### src/core/cmd_pkg.sv
/*
  shared constants and carrier types for the command register bank.
  assumes a 32-bit apb master and one 25 mhz system clock.
*/
`default_nettype none
package cmd_pkg;
  // ****************************************************************
  // register map (byte addresses)
  // ****************************************************************
  localparam logic [11:0] CMD_ADDR = 12'h000;
  localparam logic [11:0] WDOG_ADDR = 12'h004;
  localparam logic [11:0] MASK_ADDR = 12'h008;
  localparam logic [11:0] STAT_ADDR = 12'h00c;
  // ****************************************************************
  // command word fields and reset values
  // ****************************************************************
  localparam int LOAD_FILTER = 9;
  localparam int FETCH_RES = 8;
  localparam int SOFT_RST = 7;
  localparam int TIMER_RUN = 5;
  localparam int TIMER_HALT = 4;
  localparam int RX_ON = 3;
  localparam int RX_OFF = 2;
  localparam int TX_GO = 1;
  localparam int TX_HALT = 0;
  localparam logic [15:0] CMD_HW_RESET = 16'h0094;
  localparam logic [15:0] SRST_CLEAR = 16'h0303;
  localparam logic [15:0] SRST_SET = 16'h0084;
  localparam logic [15:0] CMD_SETTABLE = 16'h033f;
  localparam int MASK_TIMER = 0;
  // ****************************************************************
  // carriers
  // ****************************************************************
  typedef struct packed {
    logic wr;
    logic rd;
    logic [11:0] addr;
    logic [31:0] wdata;
  } reg_req_t;
  typedef struct packed {
    logic filter_load_done;
    logic resource_fetch_done;
    logic tx_end_of_list;
    logic tx_halt_taken;
    logic tx_abort;
    logic rx_packet_active;
  } engine_status_t;
  typedef struct packed {
    logic filter_load_go;
    logic resource_fetch_go;
    logic tx_go;
    logic tx_halt;
    logic rx_buffering;
    logic sm_reset;
    logic crc_disable;
    logic tally_halt;
  } engine_ctrl_t;
endpackage : cmd_pkg
`default_nettype wire

### src/core/apb_port.sv
/*
  apb slave front end: one wait state, flags unmapped addresses.
  assumes the master holds its request until pready is seen high.
*/
`timescale 1ns/1ps
`default_nettype none
module apb_port (
  // clock and reset
  input wire logic sys_clk,
  input wire logic srst,
  // apb
  input wire logic psel,
  input wire logic penable,
  input wire logic pwrite,
  input wire logic [11:0] paddr,
  input wire logic [31:0] pwdata,
  output logic pready,
  output logic pslverr,
  // decoded request
  output cmd_pkg::reg_req_t req
);
  typedef struct packed {
    logic ack;
  } port_state_t;
  port_state_t state;
  port_state_t next_state;
  logic mapped;

  // decode: only the four aligned words answer without error
  always_comb begin
    mapped = (paddr == cmd_pkg::CMD_ADDR) || (paddr == cmd_pkg::WDOG_ADDR) ||
             (paddr == cmd_pkg::MASK_ADDR) || (paddr == cmd_pkg::STAT_ADDR);
    next_state.ack = psel && penable && !state.ack;
    req.wr = psel && penable && state.ack && pwrite && mapped;
    req.rd = psel && penable && !state.ack && !pwrite;
    req.addr = paddr;
    req.wdata = pwdata;
    pready = state.ack;
    pslverr = state.ack && !mapped;
  end

  // ack flop gives the single wait state used to register read data
  always_ff @(posedge sys_clk) begin
    if (srst) begin
      state <= '0;
    end else begin
      state <= next_state;
    end
  end
endmodule : apb_port
`default_nettype wire

### src/core/wdog_timer.sv
/*
  general purpose down counter with load, run and hold.
  assumes load and run come from the command bank on the same clock.
*/
`timescale 1ns/1ps
`default_nettype none
module wdog_timer #(
  parameter int WIDTH = 32
) (
  // clock and reset
  input wire logic sys_clk,
  input wire logic srst,
  // control
  input wire logic load,
  input wire logic [WIDTH-1:0] load_value,
  input wire logic run,
  input wire logic hold,
  // state
  output logic [WIDTH-1:0] count,
  output logic expired
);
  if (WIDTH < 2 || WIDTH > 32) begin : g_bad_width
    $error("wdog_timer width must lie in 2..32");
  end
  typedef struct packed {
    logic [WIDTH-1:0] count;
    logic expired;
  } timer_state_t;
  timer_state_t state;
  timer_state_t next_state;
  logic stepping;

  // decrement only while running and not held in soft reset
  always_comb begin
    next_state = state;
    stepping = run && !hold && (state.count != '0);
    next_state.expired = stepping && (state.count == WIDTH'(1));
    if (load) begin
      next_state.count = load_value;
    end else if (stepping) begin
      next_state.count = state.count - WIDTH'(1);
    end
  end

  always_ff @(posedge sys_clk) begin
    if (srst) begin
      state <= '0;
    end else begin
      state <= next_state;
    end
  end

  assign count = state.count;
  assign expired = state.expired;
endmodule : wdog_timer
`default_nettype wire

### src/core/cmd_register.sv
/*
  command register bank: self-clearing commands to the filter, resource
  and transmit engines, receive on and off, soft reset hold, watchdog control.
  assumes engines answer with one-cycle done pulses on sys_clk.
*/
`timescale 1ns/1ps
`default_nettype none
module cmd_register #(
  parameter int TIMER_WIDTH = 32
) (
  // clock and reset
  input wire logic sys_clk,
  input wire logic srst,
  // apb
  input wire logic psel,
  input wire logic penable,
  input wire logic pwrite,
  input wire logic [11:0] paddr,
  input wire logic [31:0] pwdata,
  output logic [31:0] prdata,
  output logic pready,
  output logic pslverr,
  // engines
  input wire cmd_pkg::engine_status_t engine_status,
  output cmd_pkg::engine_ctrl_t engine_ctrl,
  // timer interrupt
  output logic timer_irq
);
  if (TIMER_WIDTH != 32) begin : g_bad_timer
    $error("cmd_register supports a 32-bit watchdog only");
  end

  // ****************************************************************
  // state
  // ****************************************************************
  typedef struct packed {
    logic [15:0] cmd;
    logic timer_mask;
    logic rx_buffering;
    logic last_rx_on;
    logic irq;
    logic [31:0] rdata;
  } bank_state_t;
  bank_state_t state;
  bank_state_t next_state;
  cmd_pkg::reg_req_t req;
  logic [TIMER_WIDTH-1:0] count;
  logic expired;
  logic wr_cmd;
  logic wr_wdog;
  logic [15:0] wbits;
  logic tx_finished;

  // ****************************************************************
  // bus front end and watchdog
  // ****************************************************************
  apb_port apb_port_inst (
    .sys_clk(sys_clk),
    .srst(srst),
    .psel(psel),
    .penable(penable),
    .pwrite(pwrite),
    .paddr(paddr),
    .pwdata(pwdata),
    .pready(pready),
    .pslverr(pslverr),
    .req(req)
  );

  // run gate: counts only with run set
  wdog_timer #(.WIDTH(TIMER_WIDTH)) wdog_timer_inst (
    .sys_clk(sys_clk),
    .srst(srst),
    .load(wr_wdog),
    .load_value(req.wdata),
    .run(state.cmd[cmd_pkg::TIMER_RUN]),
    .hold(state.cmd[cmd_pkg::SOFT_RST]),
    .count(count),
    .expired(expired)
  );

  // write decode for the two registers with side effects
  assign wr_cmd = req.wr && (req.addr == cmd_pkg::CMD_ADDR);
  assign wr_wdog = req.wr && (req.addr == cmd_pkg::WDOG_ADDR);
  assign wbits = req.wdata[15:0];
  assign tx_finished = engine_status.tx_end_of_list || engine_status.tx_halt_taken ||
                       engine_status.tx_abort;

  // ****************************************************************
  // next state: completions first, writes last so a set wins
  // ****************************************************************
  always_comb begin
    next_state = state;
    if (engine_status.filter_load_done) begin
      next_state.cmd[cmd_pkg::LOAD_FILTER] = 1'b0;
    end
    if (engine_status.resource_fetch_done) begin
      next_state.cmd[cmd_pkg::FETCH_RES] = 1'b0;
    end
    if (tx_finished) begin
      next_state.cmd[cmd_pkg::TX_GO] = 1'b0;
    end
    if (tx_finished || !state.cmd[cmd_pkg::TX_GO]) begin
      next_state.cmd[cmd_pkg::TX_HALT] = 1'b0;
    end
    // receive engine held off in soft reset
    if (state.cmd[cmd_pkg::SOFT_RST]) begin
      next_state.rx_buffering = 1'b0;
    end else if (!engine_status.rx_packet_active) begin
      // enable takes effect only between packets
      if (state.cmd[cmd_pkg::RX_ON] && (!state.cmd[cmd_pkg::RX_OFF] || state.last_rx_on)) begin
        next_state.rx_buffering = 1'b1;
        next_state.cmd[cmd_pkg::RX_OFF] = 1'b0;
      end else if (state.cmd[cmd_pkg::RX_OFF]) begin
        next_state.rx_buffering = 1'b0;
        next_state.cmd[cmd_pkg::RX_ON] = 1'b0;
      end
    end
    next_state.irq = expired && state.timer_mask;
    if (req.wr && (req.addr == cmd_pkg::MASK_ADDR)) begin
      next_state.timer_mask = req.wdata[cmd_pkg::MASK_TIMER];
    end
    if (wr_cmd) begin
      if (state.cmd[cmd_pkg::SOFT_RST]) begin
        // only the reset bit moves while in reset
        next_state.cmd[cmd_pkg::SOFT_RST] = wbits[cmd_pkg::SOFT_RST];
      end else if (wbits[cmd_pkg::SOFT_RST]) begin
        next_state.cmd = (next_state.cmd & ~cmd_pkg::SRST_CLEAR) | cmd_pkg::SRST_SET;
      end else begin
        // ones set, zeros ignored; reserved never stored
        next_state.cmd = next_state.cmd | (wbits & cmd_pkg::CMD_SETTABLE);
        if (wbits[cmd_pkg::TIMER_RUN] && !wbits[cmd_pkg::TIMER_HALT]) begin
          next_state.cmd[cmd_pkg::TIMER_HALT] = 1'b0;
        end
        if (wbits[cmd_pkg::TIMER_HALT]) begin
          next_state.cmd[cmd_pkg::TIMER_RUN] = 1'b0;
        end
        if (wbits[cmd_pkg::RX_ON] || wbits[cmd_pkg::RX_OFF]) begin
          next_state.last_rx_on = wbits[cmd_pkg::RX_ON] && !wbits[cmd_pkg::RX_OFF];
        end
      end
    end
    // read data captured in the wait cycle, reserved reads as zero
    if (req.rd) begin
      unique case (req.addr)
        cmd_pkg::CMD_ADDR: next_state.rdata = {16'h0000, state.cmd};
        cmd_pkg::WDOG_ADDR: next_state.rdata = count;
        cmd_pkg::MASK_ADDR: next_state.rdata = {31'h00000000, state.timer_mask};
        cmd_pkg::STAT_ADDR: next_state.rdata = {30'h00000000, count == '0, state.rx_buffering};
        default: next_state.rdata = 32'h00000000;
      endcase
    end
  end

  always_ff @(posedge sys_clk) begin
    if (srst) begin
      state <= '0;
      state.cmd <= cmd_pkg::CMD_HW_RESET;
    end else begin
      state <= next_state;
    end
  end

  // ****************************************************************
  // outputs
  // ****************************************************************
  // requests held off during soft reset
  always_comb begin
    engine_ctrl.filter_load_go = state.cmd[cmd_pkg::LOAD_FILTER] && !state.cmd[cmd_pkg::SOFT_RST];
    engine_ctrl.resource_fetch_go = state.cmd[cmd_pkg::FETCH_RES] && !state.cmd[cmd_pkg::SOFT_RST];
    engine_ctrl.tx_go = state.cmd[cmd_pkg::TX_GO] && !state.cmd[cmd_pkg::SOFT_RST];
    engine_ctrl.tx_halt = state.cmd[cmd_pkg::TX_HALT] && !state.cmd[cmd_pkg::SOFT_RST];
    engine_ctrl.rx_buffering = state.rx_buffering;
    engine_ctrl.sm_reset = state.cmd[cmd_pkg::SOFT_RST];
    engine_ctrl.crc_disable = state.cmd[cmd_pkg::SOFT_RST];
    engine_ctrl.tally_halt = state.cmd[cmd_pkg::SOFT_RST];
  end
  assign prdata = state.rdata;
  assign timer_irq = state.irq;

  // ****************************************************************
  // assertions
  // ****************************************************************
  property p_hw_reset;
    @(posedge sys_clk) srst |=> state.cmd == cmd_pkg::CMD_HW_RESET;
  endproperty
  a_hw_reset: assert property (p_hw_reset) else $error("hw reset value wrong");

  property p_soft_reset;
    @(posedge sys_clk) disable iff (srst)
      wr_cmd && wbits[7] && !state.cmd[7]
      |=> ((state.cmd & 16'h0387) == 16'h0084) && (state.cmd[3] == $past(state.cmd[3]));
  endproperty
  a_soft_reset: assert property (p_soft_reset) else $error("soft reset pattern wrong");

  property p_self_clear;
    @(posedge sys_clk) disable iff (srst)
      engine_status.filter_load_done && !(wr_cmd && wbits[9]) |=> !state.cmd[9];
  endproperty
  a_self_clear: assert property (p_self_clear) else $error("filter bit not cleared");

  property p_zero_write;
    @(posedge sys_clk) disable iff (srst)
      wr_cmd && !wbits[9] && !wbits[7] && state.cmd[9] && !state.cmd[7] && !engine_status.filter_load_done
      |=> state.cmd[9];
  endproperty
  a_zero_write: assert property (p_zero_write) else $error("zero write cleared a bit");

  property p_timer_still;
    @(posedge sys_clk) disable iff (srst)
      (!state.cmd[5] || state.cmd[7]) && !wr_wdog |=> count == $past(count);
  endproperty
  a_timer_still: assert property (p_timer_still) else $error("timer moved while stopped");

  property p_irq_mask;
    @(posedge sys_clk) disable iff (srst) expired |=> timer_irq == $past(state.timer_mask);
  endproperty
  a_irq_mask: assert property (p_irq_mask) else $error("timer irq mask ignored");

  property p_both_stop;
    @(posedge sys_clk) disable iff (srst)
      wr_cmd && wbits[5] && wbits[4] && !wbits[7] && !state.cmd[7] |=> state.cmd[4] && !state.cmd[5];
  endproperty
  a_both_stop: assert property (p_both_stop) else $error("run and halt left timer running");

  property p_run_clears_halt;
    @(posedge sys_clk) disable iff (srst)
      wr_cmd && wbits[5] && !wbits[4] && !wbits[7] && !state.cmd[7] |=> state.cmd[5] && !state.cmd[4];
  endproperty
  a_run_clears_halt: assert property (p_run_clears_halt) else $error("run did not clear halt");

  property p_rst_hold;
    @(posedge sys_clk) disable iff (srst)
      state.cmd[7] |-> !engine_ctrl.tx_go && engine_ctrl.tally_halt ##1 !engine_ctrl.rx_buffering;
  endproperty
  a_rst_hold: assert property (p_rst_hold) else $error("engines active in soft reset");

  property p_rx_packet;
    @(posedge sys_clk) disable iff (srst)
      engine_status.rx_packet_active && state.rx_buffering && !state.cmd[7] |=> state.rx_buffering;
  endproperty
  a_rx_packet: assert property (p_rx_packet) else $error("receive stopped mid packet");

  property p_tx_end;
    @(posedge sys_clk) disable iff (srst) tx_finished && !(wr_cmd && wbits[1]) |=> !state.cmd[1];
  endproperty
  a_tx_end: assert property (p_tx_end) else $error("transmit bit not cleared");

  // a plain command write raises its go line on the next cycle
  property p_filter_go;
    @(posedge sys_clk) disable iff (srst)
      wr_cmd && wbits[cmd_pkg::LOAD_FILTER] && !wbits[cmd_pkg::SOFT_RST] && !state.cmd[cmd_pkg::SOFT_RST]
      |=> engine_ctrl.filter_load_go;
  endproperty
  a_filter_go: assert property (p_filter_go) else $error("filter load not started");

  property p_fetch_go;
    @(posedge sys_clk) disable iff (srst)
      wr_cmd && wbits[cmd_pkg::FETCH_RES] && !wbits[cmd_pkg::SOFT_RST] && !state.cmd[cmd_pkg::SOFT_RST]
      |=> engine_ctrl.resource_fetch_go;
  endproperty
  a_fetch_go: assert property (p_fetch_go) else $error("resource fetch not started");

  property p_halt_clears_run;
    @(posedge sys_clk) disable iff (srst)
      wr_cmd && wbits[cmd_pkg::TIMER_HALT] && !wbits[cmd_pkg::SOFT_RST] && !state.cmd[cmd_pkg::SOFT_RST]
      |=> state.cmd[cmd_pkg::TIMER_HALT] && !state.cmd[cmd_pkg::TIMER_RUN];
  endproperty
  a_halt_clears_run: assert property (p_halt_clears_run) else $error("halt left timer running");

  // a running timer steps down by exactly one per cycle
  property p_count_step;
    @(posedge sys_clk) disable iff (srst)
      state.cmd[cmd_pkg::TIMER_RUN] && !state.cmd[cmd_pkg::SOFT_RST] && !wr_wdog && count != '0
      |=> count == $past(count) - 32'h00000001;
  endproperty
  a_count_step: assert property (p_count_step) else $error("running timer did not step");

  // receive state follows the enable bits once the wire is quiet
  property p_rx_on_idle;
    @(posedge sys_clk) disable iff (srst)
      state.cmd[cmd_pkg::RX_ON] && !state.cmd[cmd_pkg::RX_OFF] && !state.cmd[cmd_pkg::SOFT_RST] &&
      !engine_status.rx_packet_active |=> state.rx_buffering;
  endproperty
  a_rx_on_idle: assert property (p_rx_on_idle) else $error("receive on did not buffer");

  property p_rx_off_idle;
    @(posedge sys_clk) disable iff (srst)
      state.cmd[cmd_pkg::RX_OFF] && !state.cmd[cmd_pkg::RX_ON] && !engine_status.rx_packet_active
      |=> !state.rx_buffering;
  endproperty
  a_rx_off_idle: assert property (p_rx_off_idle) else $error("receive off still buffering");

  // transmit halt lives as long as the transmit that it stops
  property p_halt_hold;
    @(posedge sys_clk) disable iff (srst)
      state.cmd[cmd_pkg::TX_HALT] && state.cmd[cmd_pkg::TX_GO] && !tx_finished && !wr_cmd
      |=> state.cmd[cmd_pkg::TX_HALT];
  endproperty
  a_halt_hold: assert property (p_halt_hold) else $error("halt dropped before transmit stopped");

  property p_halt_release;
    @(posedge sys_clk) disable iff (srst)
      tx_finished && !(wr_cmd && wbits[cmd_pkg::TX_HALT]) |=> !state.cmd[cmd_pkg::TX_HALT];
  endproperty
  a_halt_release: assert property (p_halt_release) else $error("halt kept after transmit ended");

  // no filter, fetch or transmit command survives a write made while soft reset is still set
  property p_reset_write;
    @(posedge sys_clk) disable iff (srst)
      wr_cmd && state.cmd[cmd_pkg::SOFT_RST] |=> !state.cmd[cmd_pkg::LOAD_FILTER] &&
      !state.cmd[cmd_pkg::FETCH_RES] && !state.cmd[cmd_pkg::TX_GO] && !state.cmd[cmd_pkg::TX_HALT];
  endproperty
  a_reset_write: assert property (p_reset_write) else $error("command taken during soft reset");

  property p_reserved_zero;
    @(posedge sys_clk) disable iff (srst)
      (state.cmd & ~(cmd_pkg::CMD_SETTABLE | cmd_pkg::SRST_SET)) == 16'h0000;
  endproperty
  a_reserved_zero: assert property (p_reserved_zero) else $error("reserved bit stored");

  c_soft_release: cover property (@(posedge sys_clk) state.cmd[7] ##1 !state.cmd[7]);
  c_timer_irq: cover property (@(posedge sys_clk) timer_irq);
  c_rx_on: cover property (@(posedge sys_clk) !state.rx_buffering ##1 state.rx_buffering);
  c_tx_done: cover property (@(posedge sys_clk) state.cmd[1] ##1 !state.cmd[1]);
  c_rx_off: cover property (@(posedge sys_clk) state.rx_buffering ##1 !state.rx_buffering);
endmodule : cmd_register
`default_nettype wire

### config.mk
export PLATFORM = sky130hd
export DESIGN_NAME = cmd_register
export DESIGN_NICKNAME = d
export VERILOG_FILES = /design/src/core/cmd_pkg.sv /design/src/core/apb_port.sv /design/src/core/wdog_timer.sv /design/src/core/cmd_register.sv
export SDC_FILE = /design/constraint.sdc
export NUM_CORES = 1
export LEC_CHECK = 0
export ABC_AREA = 1
export BUFFER_PORTS_ARGS = -buffer_cell sky130_fd_sc_hd__buf_4
export CAP_MARGIN = 20
export CORE_MARGIN = 2
export CORE_UTILIZATION = 51
export CTS_CLUSTER_SIZE = 14
export DETAILED_ROUTE_END_ITERATION = 8
export GPL_ROUTABILITY_DRIVEN = 0
export GPL_TIMING_DRIVEN = 0
export HOLD_SLACK_MARGIN = 0.03
export PLACE_DENSITY = 0.74
export SYNTH_ARGS = -nofsm -noshare
export SYNTH_HDL_FRONTEND = slang
export SYNTH_HIERARCHICAL = 1
export SYNTH_SLANG_ARGS = --single-unit
### constraint.sdc
create_clock -name sys_clk -period 2.5 [get_ports sys_clk]
set_input_delay 0.375 -clock sys_clk [delete_from_list [all_inputs] [get_ports sys_clk]]
set_output_delay 0.375 -clock sys_clk [all_outputs]
set_load 0.01 [all_outputs]
==> impl_metrics.ini, run 1 <==
[setup_path]
setup.worst_path.start = apb_port_inst/pready
path_class = reg -> reg
rr_worst_depth = 14
crit_required_ns = 2.72
cp.arrival_ns = 2.52
critPathLaunchType = flop
r2r-start = apb_port_inst/pready
path_max_fanout = 10
end_kind = flop

[die]
die_w_um = 105
die_area_um2 = 11100
io_pins = 98
fp-row-count = 37
start_util_pct = 51.8
die_y_um = 105
coreArea_um2 = 10100

[sta]
relSlewSlack_pct = 62.2
rsz0062_at_grt = no
final_hold_viol_count = 0
fin_crit_sh_pct = 91.7
fmax_ghz = 0.436
drv_slew = 0
setup_viol = 0
final.setup.tns_ns = 0
finalCriticalPeriod_ns = 2.29
finClkSkew_ns = 0.0162
worstMarginPinSlew_ns = 0.568

[grt]
grt_max_degree = 14
grt_use_total_pct = 24.8
grt_first_pass_wirelength_mm = 22.3
antenna_found_initial = 0
grt-ovfl-total = 0
grt_pass1_vias = 4688

[finish]
final_common_cell = nand2_1
syn_to_final_growth_pct = 17.0
layout_common_cells = nand2_1, buf_4, nor2_1
fin_nets = 961
final_util_pct = 60.6
diodes = 0
drive_above_1_share_pct = 21.6

[power]
power_density_nw_per_um2 = 416
vdd.ir_drop.worst_mv = 0.250
pwr-share-clk_pct = 44.4
p_total_mw = 2.56
p_seq_share_pct = 49.4
p_comb_share_pct = 6.2
leakage_nw = 2.89
p_int_mw = 2.01
power.switching_uw = 547
netSwitchingFraction_pct = 21.4

[synth]
ys_seq_elements = 79
synth_edf_count = 0
synthesis.nets = 887
syn_area_um2 = 5250
synth_area_per_cell_um2 = 6.33
async_flop_share_pct = 0
ys_seq_area_share_pct = 30.1
yosysWarningCount = 6
syn_inst = 830
synth_cell_types = 41
synth-main-ff-cell = dfxtp_1

[clock_network]
cts_max_level = 3
cts_sinks = 79
cts_buffers = 9
hold_buffers = 0
root_buffer = clkbuf_8
cts_tree = built
clk_pin_slew_ns = 0.08
clockBufferDepth = 2
clkLatencyLatePin_ns = 0.36

[drt]
first_pass_iters = 7
viasPerCell = 4.99
dr.first_iter.drc_count = 358
drt-total-wl_mm = 13.5
postRouteAntennaNets = 0
drc = 0
wl_per_cell_um = 12.9
routed-via-count = 5219

[min_path]
hold_depth = 2
hp-class = in -> reg
worstHoldStart = srst

[run]
max_cap_violations = 0

[status]
outcome = complete, no violations

[place]
hpwl_mm = 10.4
io_buffers = 63
[logic make-up (layout without fill, tap and decap cells)]
group / Yosys count / after routing / synth area share (%)
buffers and inverters: 180 / 259 / 19.6
AO/OA/AOI/OAI: 99 / 99 / 10.2
adder cells (fa/ha/maj): 2 / 2 / 0.476
XOR/XNOR: 15 / 15 / 2.50
AND/OR/NAND/NOR: 454 / 454 / 36.9
multiplexers: 1 / 1 / 0.191
flip-flops: 79 / 79 / 30.1
[sequential cells by signal, indices dropped and copies added (netlist names)]
signal and cells:
engine_ctrl 2, state 10, prdata 32, apb_port_inst/pready 1
timer_irq 1, wdog_timer_inst/count 32, wdog_timer_inst/expired 1
[metrics by stage]
step | cell area, um^2 | instances | setup WS [ns] | hold slack, ns
after floorplan | 5250 | 830 | 0.303 | 0.402
after global placement | 5900 | 1029 | -0.392 | 0.447
after detailed placement | 5900 | 1029 | -0.412 | 0.448
after CTS | 6140 | 1045 | 0.0639 | 0.202
after global routing | 6150 | 1045 | 0.0195 | 0.202
final | 6150 | 1045 | 0.208 | 0.212
[power by group through the flow]
stage               logic (mW)  registers, mW  clock network (mW)
floorplan                0.105           1.29                   0
global placement         0.158           1.29                   0
detailed placement       0.160           1.29                   0
CTS                      0.160           1.26                1.16
global route             0.175           1.26                1.21
finish                   0.159           1.26                1.14
[timing repair]
item,4_1_cts,5_1_grt
gates resized for setup,2,4
setup buffers,0,0
cloned,0,0
endpoints found under the setup margin,10,17
[final cells by class]
cell class | instances | area, um^2
fill | 1027 | 3990
multi-input combinational | 571 | 2650
sequential | 79 | 1580
buffer | 107 | 761
timing repair buffer | 63 | 473
inverter | 73 | 275
tap | 136 | 170
clock buffer | 11 | 131
clock inverter | 5 | 106
[worst paths after layout]
path / slack (ns) / end
worst max-delay path: 0.21 / wdog_timer_inst/count[21]
worst min-delay path: 0.21 / apb_port_inst/pready
worst max register to register: 0.21 / wdog_timer_inst/count[21]
worst min register to register: 0.45 / timer_irq
[routing by layer]
metal / part of all wire [%] / global-route usage [%] / up-vias / wire [um]
met4: 2.0 / 8.18 / 0 / 265
met5: 0 / 0 / - / 0
met2: 45 / 40.7 / 205 / 6140
met1: 46 / 33.8 / 2297 / 6200
met3: 6.7 / 2.84 / 25 / 905
li1: - / - / 2692 / -
[critical path: stages, from the launching register on]
cell and delay, ns:
dfxtp_1 0.39, nand2_1 0.07, inv_1 0.05, nand2_1 0.08, nor3_4 0.28, inv_1 0.07
nor2_1 0.10, clkbuf_2 0.24, inv_1 0.14, clkbuf_2 0.23, buf_2 0.24, nand3_1 0.10
nand2_1 0.05, nor2_1 0.08, nor2_1 0.04
[cell usage after synthesis, types with 2 or more instances]
cell type  number  area (um^2)
nand2_1       212          796
nor2_1        129          484
buf_4          81          608
dfxtp_1        79         1580
nand3_1        72          360
inv_1          67          251
a21oi_1        66          330
o21ai_0        22          110
clkbuf_1       14         52.6
xor2_1         11         96.3
nand4_1         9         56.3
buf_6           6         67.6
nor2_2          6         37.5
nor3_1          5         25.0
buf_1           4         15.0
nand2_2         4         25.0
o21bai_1        4         30.0
xnor2_1         4         35.0
and2_1          3         18.8
inv_2           3         11.3
nor2_4          3         33.8
or2_2           3         18.8
clkinv_1        2         7.51
ha_1            2         25.0
nand3b_1        2         15.0
o211ai_1        2         15.0
Power figures use the tool's default switching activity.
==> run 2: changes to the inputs <==
--- a/config.mk
+++ b/config.mk
@@ -10,6 +10,7 @@
 export CAP_MARGIN = 20
 export CORE_MARGIN = 2
 export CORE_UTILIZATION = 51
+export CTS_BUF_LIST = sky130_fd_sc_hd__clkbuf_4 sky130_fd_sc_hd__clkbuf_8 sky130_fd_sc_hd__clkbuf_16
 export CTS_CLUSTER_SIZE = 14
 export DETAILED_ROUTE_END_ITERATION = 8
 export GPL_ROUTABILITY_DRIVEN = 0
==> run 2 against run 1 <==
Compared with the run above:
- die area did not move
- utilization grew 0.074 points
- first-iteration DRC count is 32% higher
- routed wire length shrank 0.33%
- combinational power is essentially flat
- via count up 0.25%
- worst setup slack improved by 0.011 ns
- power increased by 1.1%
- sequential share of layout area barely moved
- global-route usage grew 0.055 points
- final cell count unchanged
==> impl_metrics.ini, run 2 (synthesized netlist as in run 1, its figures left out) <==
[drt]
drc = 0
postRouteAntennaNets = 0
routed-via-count = 5232
first_pass_iters = 5
drt-total-wl_mm = 13.5
viasPerCell = 5.01
wl_per_cell_um = 12.9
dr.first_iter.drc_count = 471

[grt]
grt_first_pass_wirelength_mm = 22.3
grt_max_degree = 14
antenna_found_initial = 0
grt-ovfl-total = 0
grt_pass1_vias = 4720
grt_use_total_pct = 24.8

[clock_network]
cts_tree = built
cts_setup_buffers = 0
cts_max_level = 3
cts_sinks = 79
hold_buffers = 0
clockBufferDepth = 2
cts_buffers = 9
clk_pin_slew_ns = 0.09
root_buffer = clkbuf_8
clkLatencyLatePin_ns = 0.36

[sta]
finClkSkew_ns = 0.0165
final_hold_viol_count = 0
finalCriticalPeriod_ns = 2.28
fin_crit_sh_pct = 91.2
fmax_ghz = 0.438
relSlewSlack_pct = 61.4
drv_slew = 0
final.setup.tns_ns = 0
worstMarginPinSlew_ns = 0.579
holdWs_ns = 0.210
rsz0062_at_grt = no
setup_viol = 0

[place]
hpwl_mm = 10.4
place_area_um2 = 5900
io_buffers = 63

[finish]
fin_nets = 961
final_util_pct = 60.7
layout_common_cells = nand2_1, buf_4, nor2_1
nFillCells = 1028
diodes = 0
final_common_cell = nand2_1
final_area_um2 = 6150
drive_above_1_share_pct = 21.8
syn_to_final_growth_pct = 17.1

[power]
leakage_nw = 2.89
vdd.ir_drop.worst_mv = 0.213
power_density_nw_per_um2 = 421
p_total_mw = 2.59

[die]
start_util_pct = 51.8
die_y_um = 105
fp-row-count = 37
die_area_um2 = 11100
die_w_um = 105
io_pins = 98
coreArea_um2 = 10100

[min_path]
hp-class = in -> reg

[setup_path]
end_kind = flop
path_class = reg -> reg
critPathLaunchType = flop
cp.arrival_ns = 2.50
crit_required_ns = 2.72
path_max_fanout = 10

[status]
outcome = complete, no violations

[run]
max_cap_violations = 0
## run 2: cell counts in the layout (fill, tap and decap cells not counted)
Identical to the previous run, type by type.
## run 2: through the flow
step                      std cells  setup WS (ns)
after global placement         1029         -0.392
after CTS                      1045         0.0660
after global routing           1045         0.0150
final                          1045          0.219
after detailed placement       1029         -0.412
after floorplan                 830          0.303
## run 2: where the power goes
group          internal (mW)  total, mW  switching [mW]
Combinational         0.0855      0.159          0.0736
Sequential              1.26       1.26         0.00261
Clock                  0.688       1.17           0.478
Total                   2.03       2.59           0.554
## run 2: path summary, 6_finish.rpt
check	start	to	slack (ns)	depth (start not counted)
setup / recovery	apb_port_inst/pready	wdog_timer_inst/count[21]	0.22	14
hold / removal	srst	apb_port_inst/pready	0.21	2
setup reg to reg	apb_port_inst/pready	wdog_timer_inst/count[21]	0.22	14
hold reg to reg	wdog_timer_inst/expired	timer_irq	0.45	2
## run 2: final cells by class
| class | count | area [um^2] | share of cell area (%) |
|---|---|---|---|
| well taps | 136 | 170 | 2.76 |
| inverters | 73 | 275 | 4.47 |
| flip-flops and latches | 79 | 1580 | 25.7 |
| plain buffers | 107 | 761 | 12.4 |
| clock inverters | 5 | 106 | 1.73 |
| repair buffers | 63 | 473 | 7.68 |
| multi-input cells | 571 | 2650 | 43.0 |
| clock buffers | 11 | 139 | 2.26 |
## run 2: layer usage
layer	wire length [um]	vias to the layer above	GRT usage, %
met3	938	23	2.84
met5	0	-	0
met2	6120	197	40.8
met1	6160	2315	33.7
met4	260	0	8.65
li1	-	2697	-
## run 2: what timing repair did
action / CTS / global route
endpoints found under the setup margin: 10 / 15
resized for setup: 2 / 4
hold endpoints to repair: 0 / 0
cloned: 0 / 0
## run 2: critical path, cell delays in order (launching register included)
cell,delay (ns)
dfxtp_1,0.39
nand2_1,0.07
inv_1,0.05
nand2_1,0.08
nor3_4,0.28
inv_1,0.07
nor2_1,0.10
clkbuf_2,0.24
inv_1,0.13
clkbuf_2,0.22
buf_2,0.24
nand3_1,0.10
nand2_1,0.05
nor2_1,0.08
nor2_1,0.04
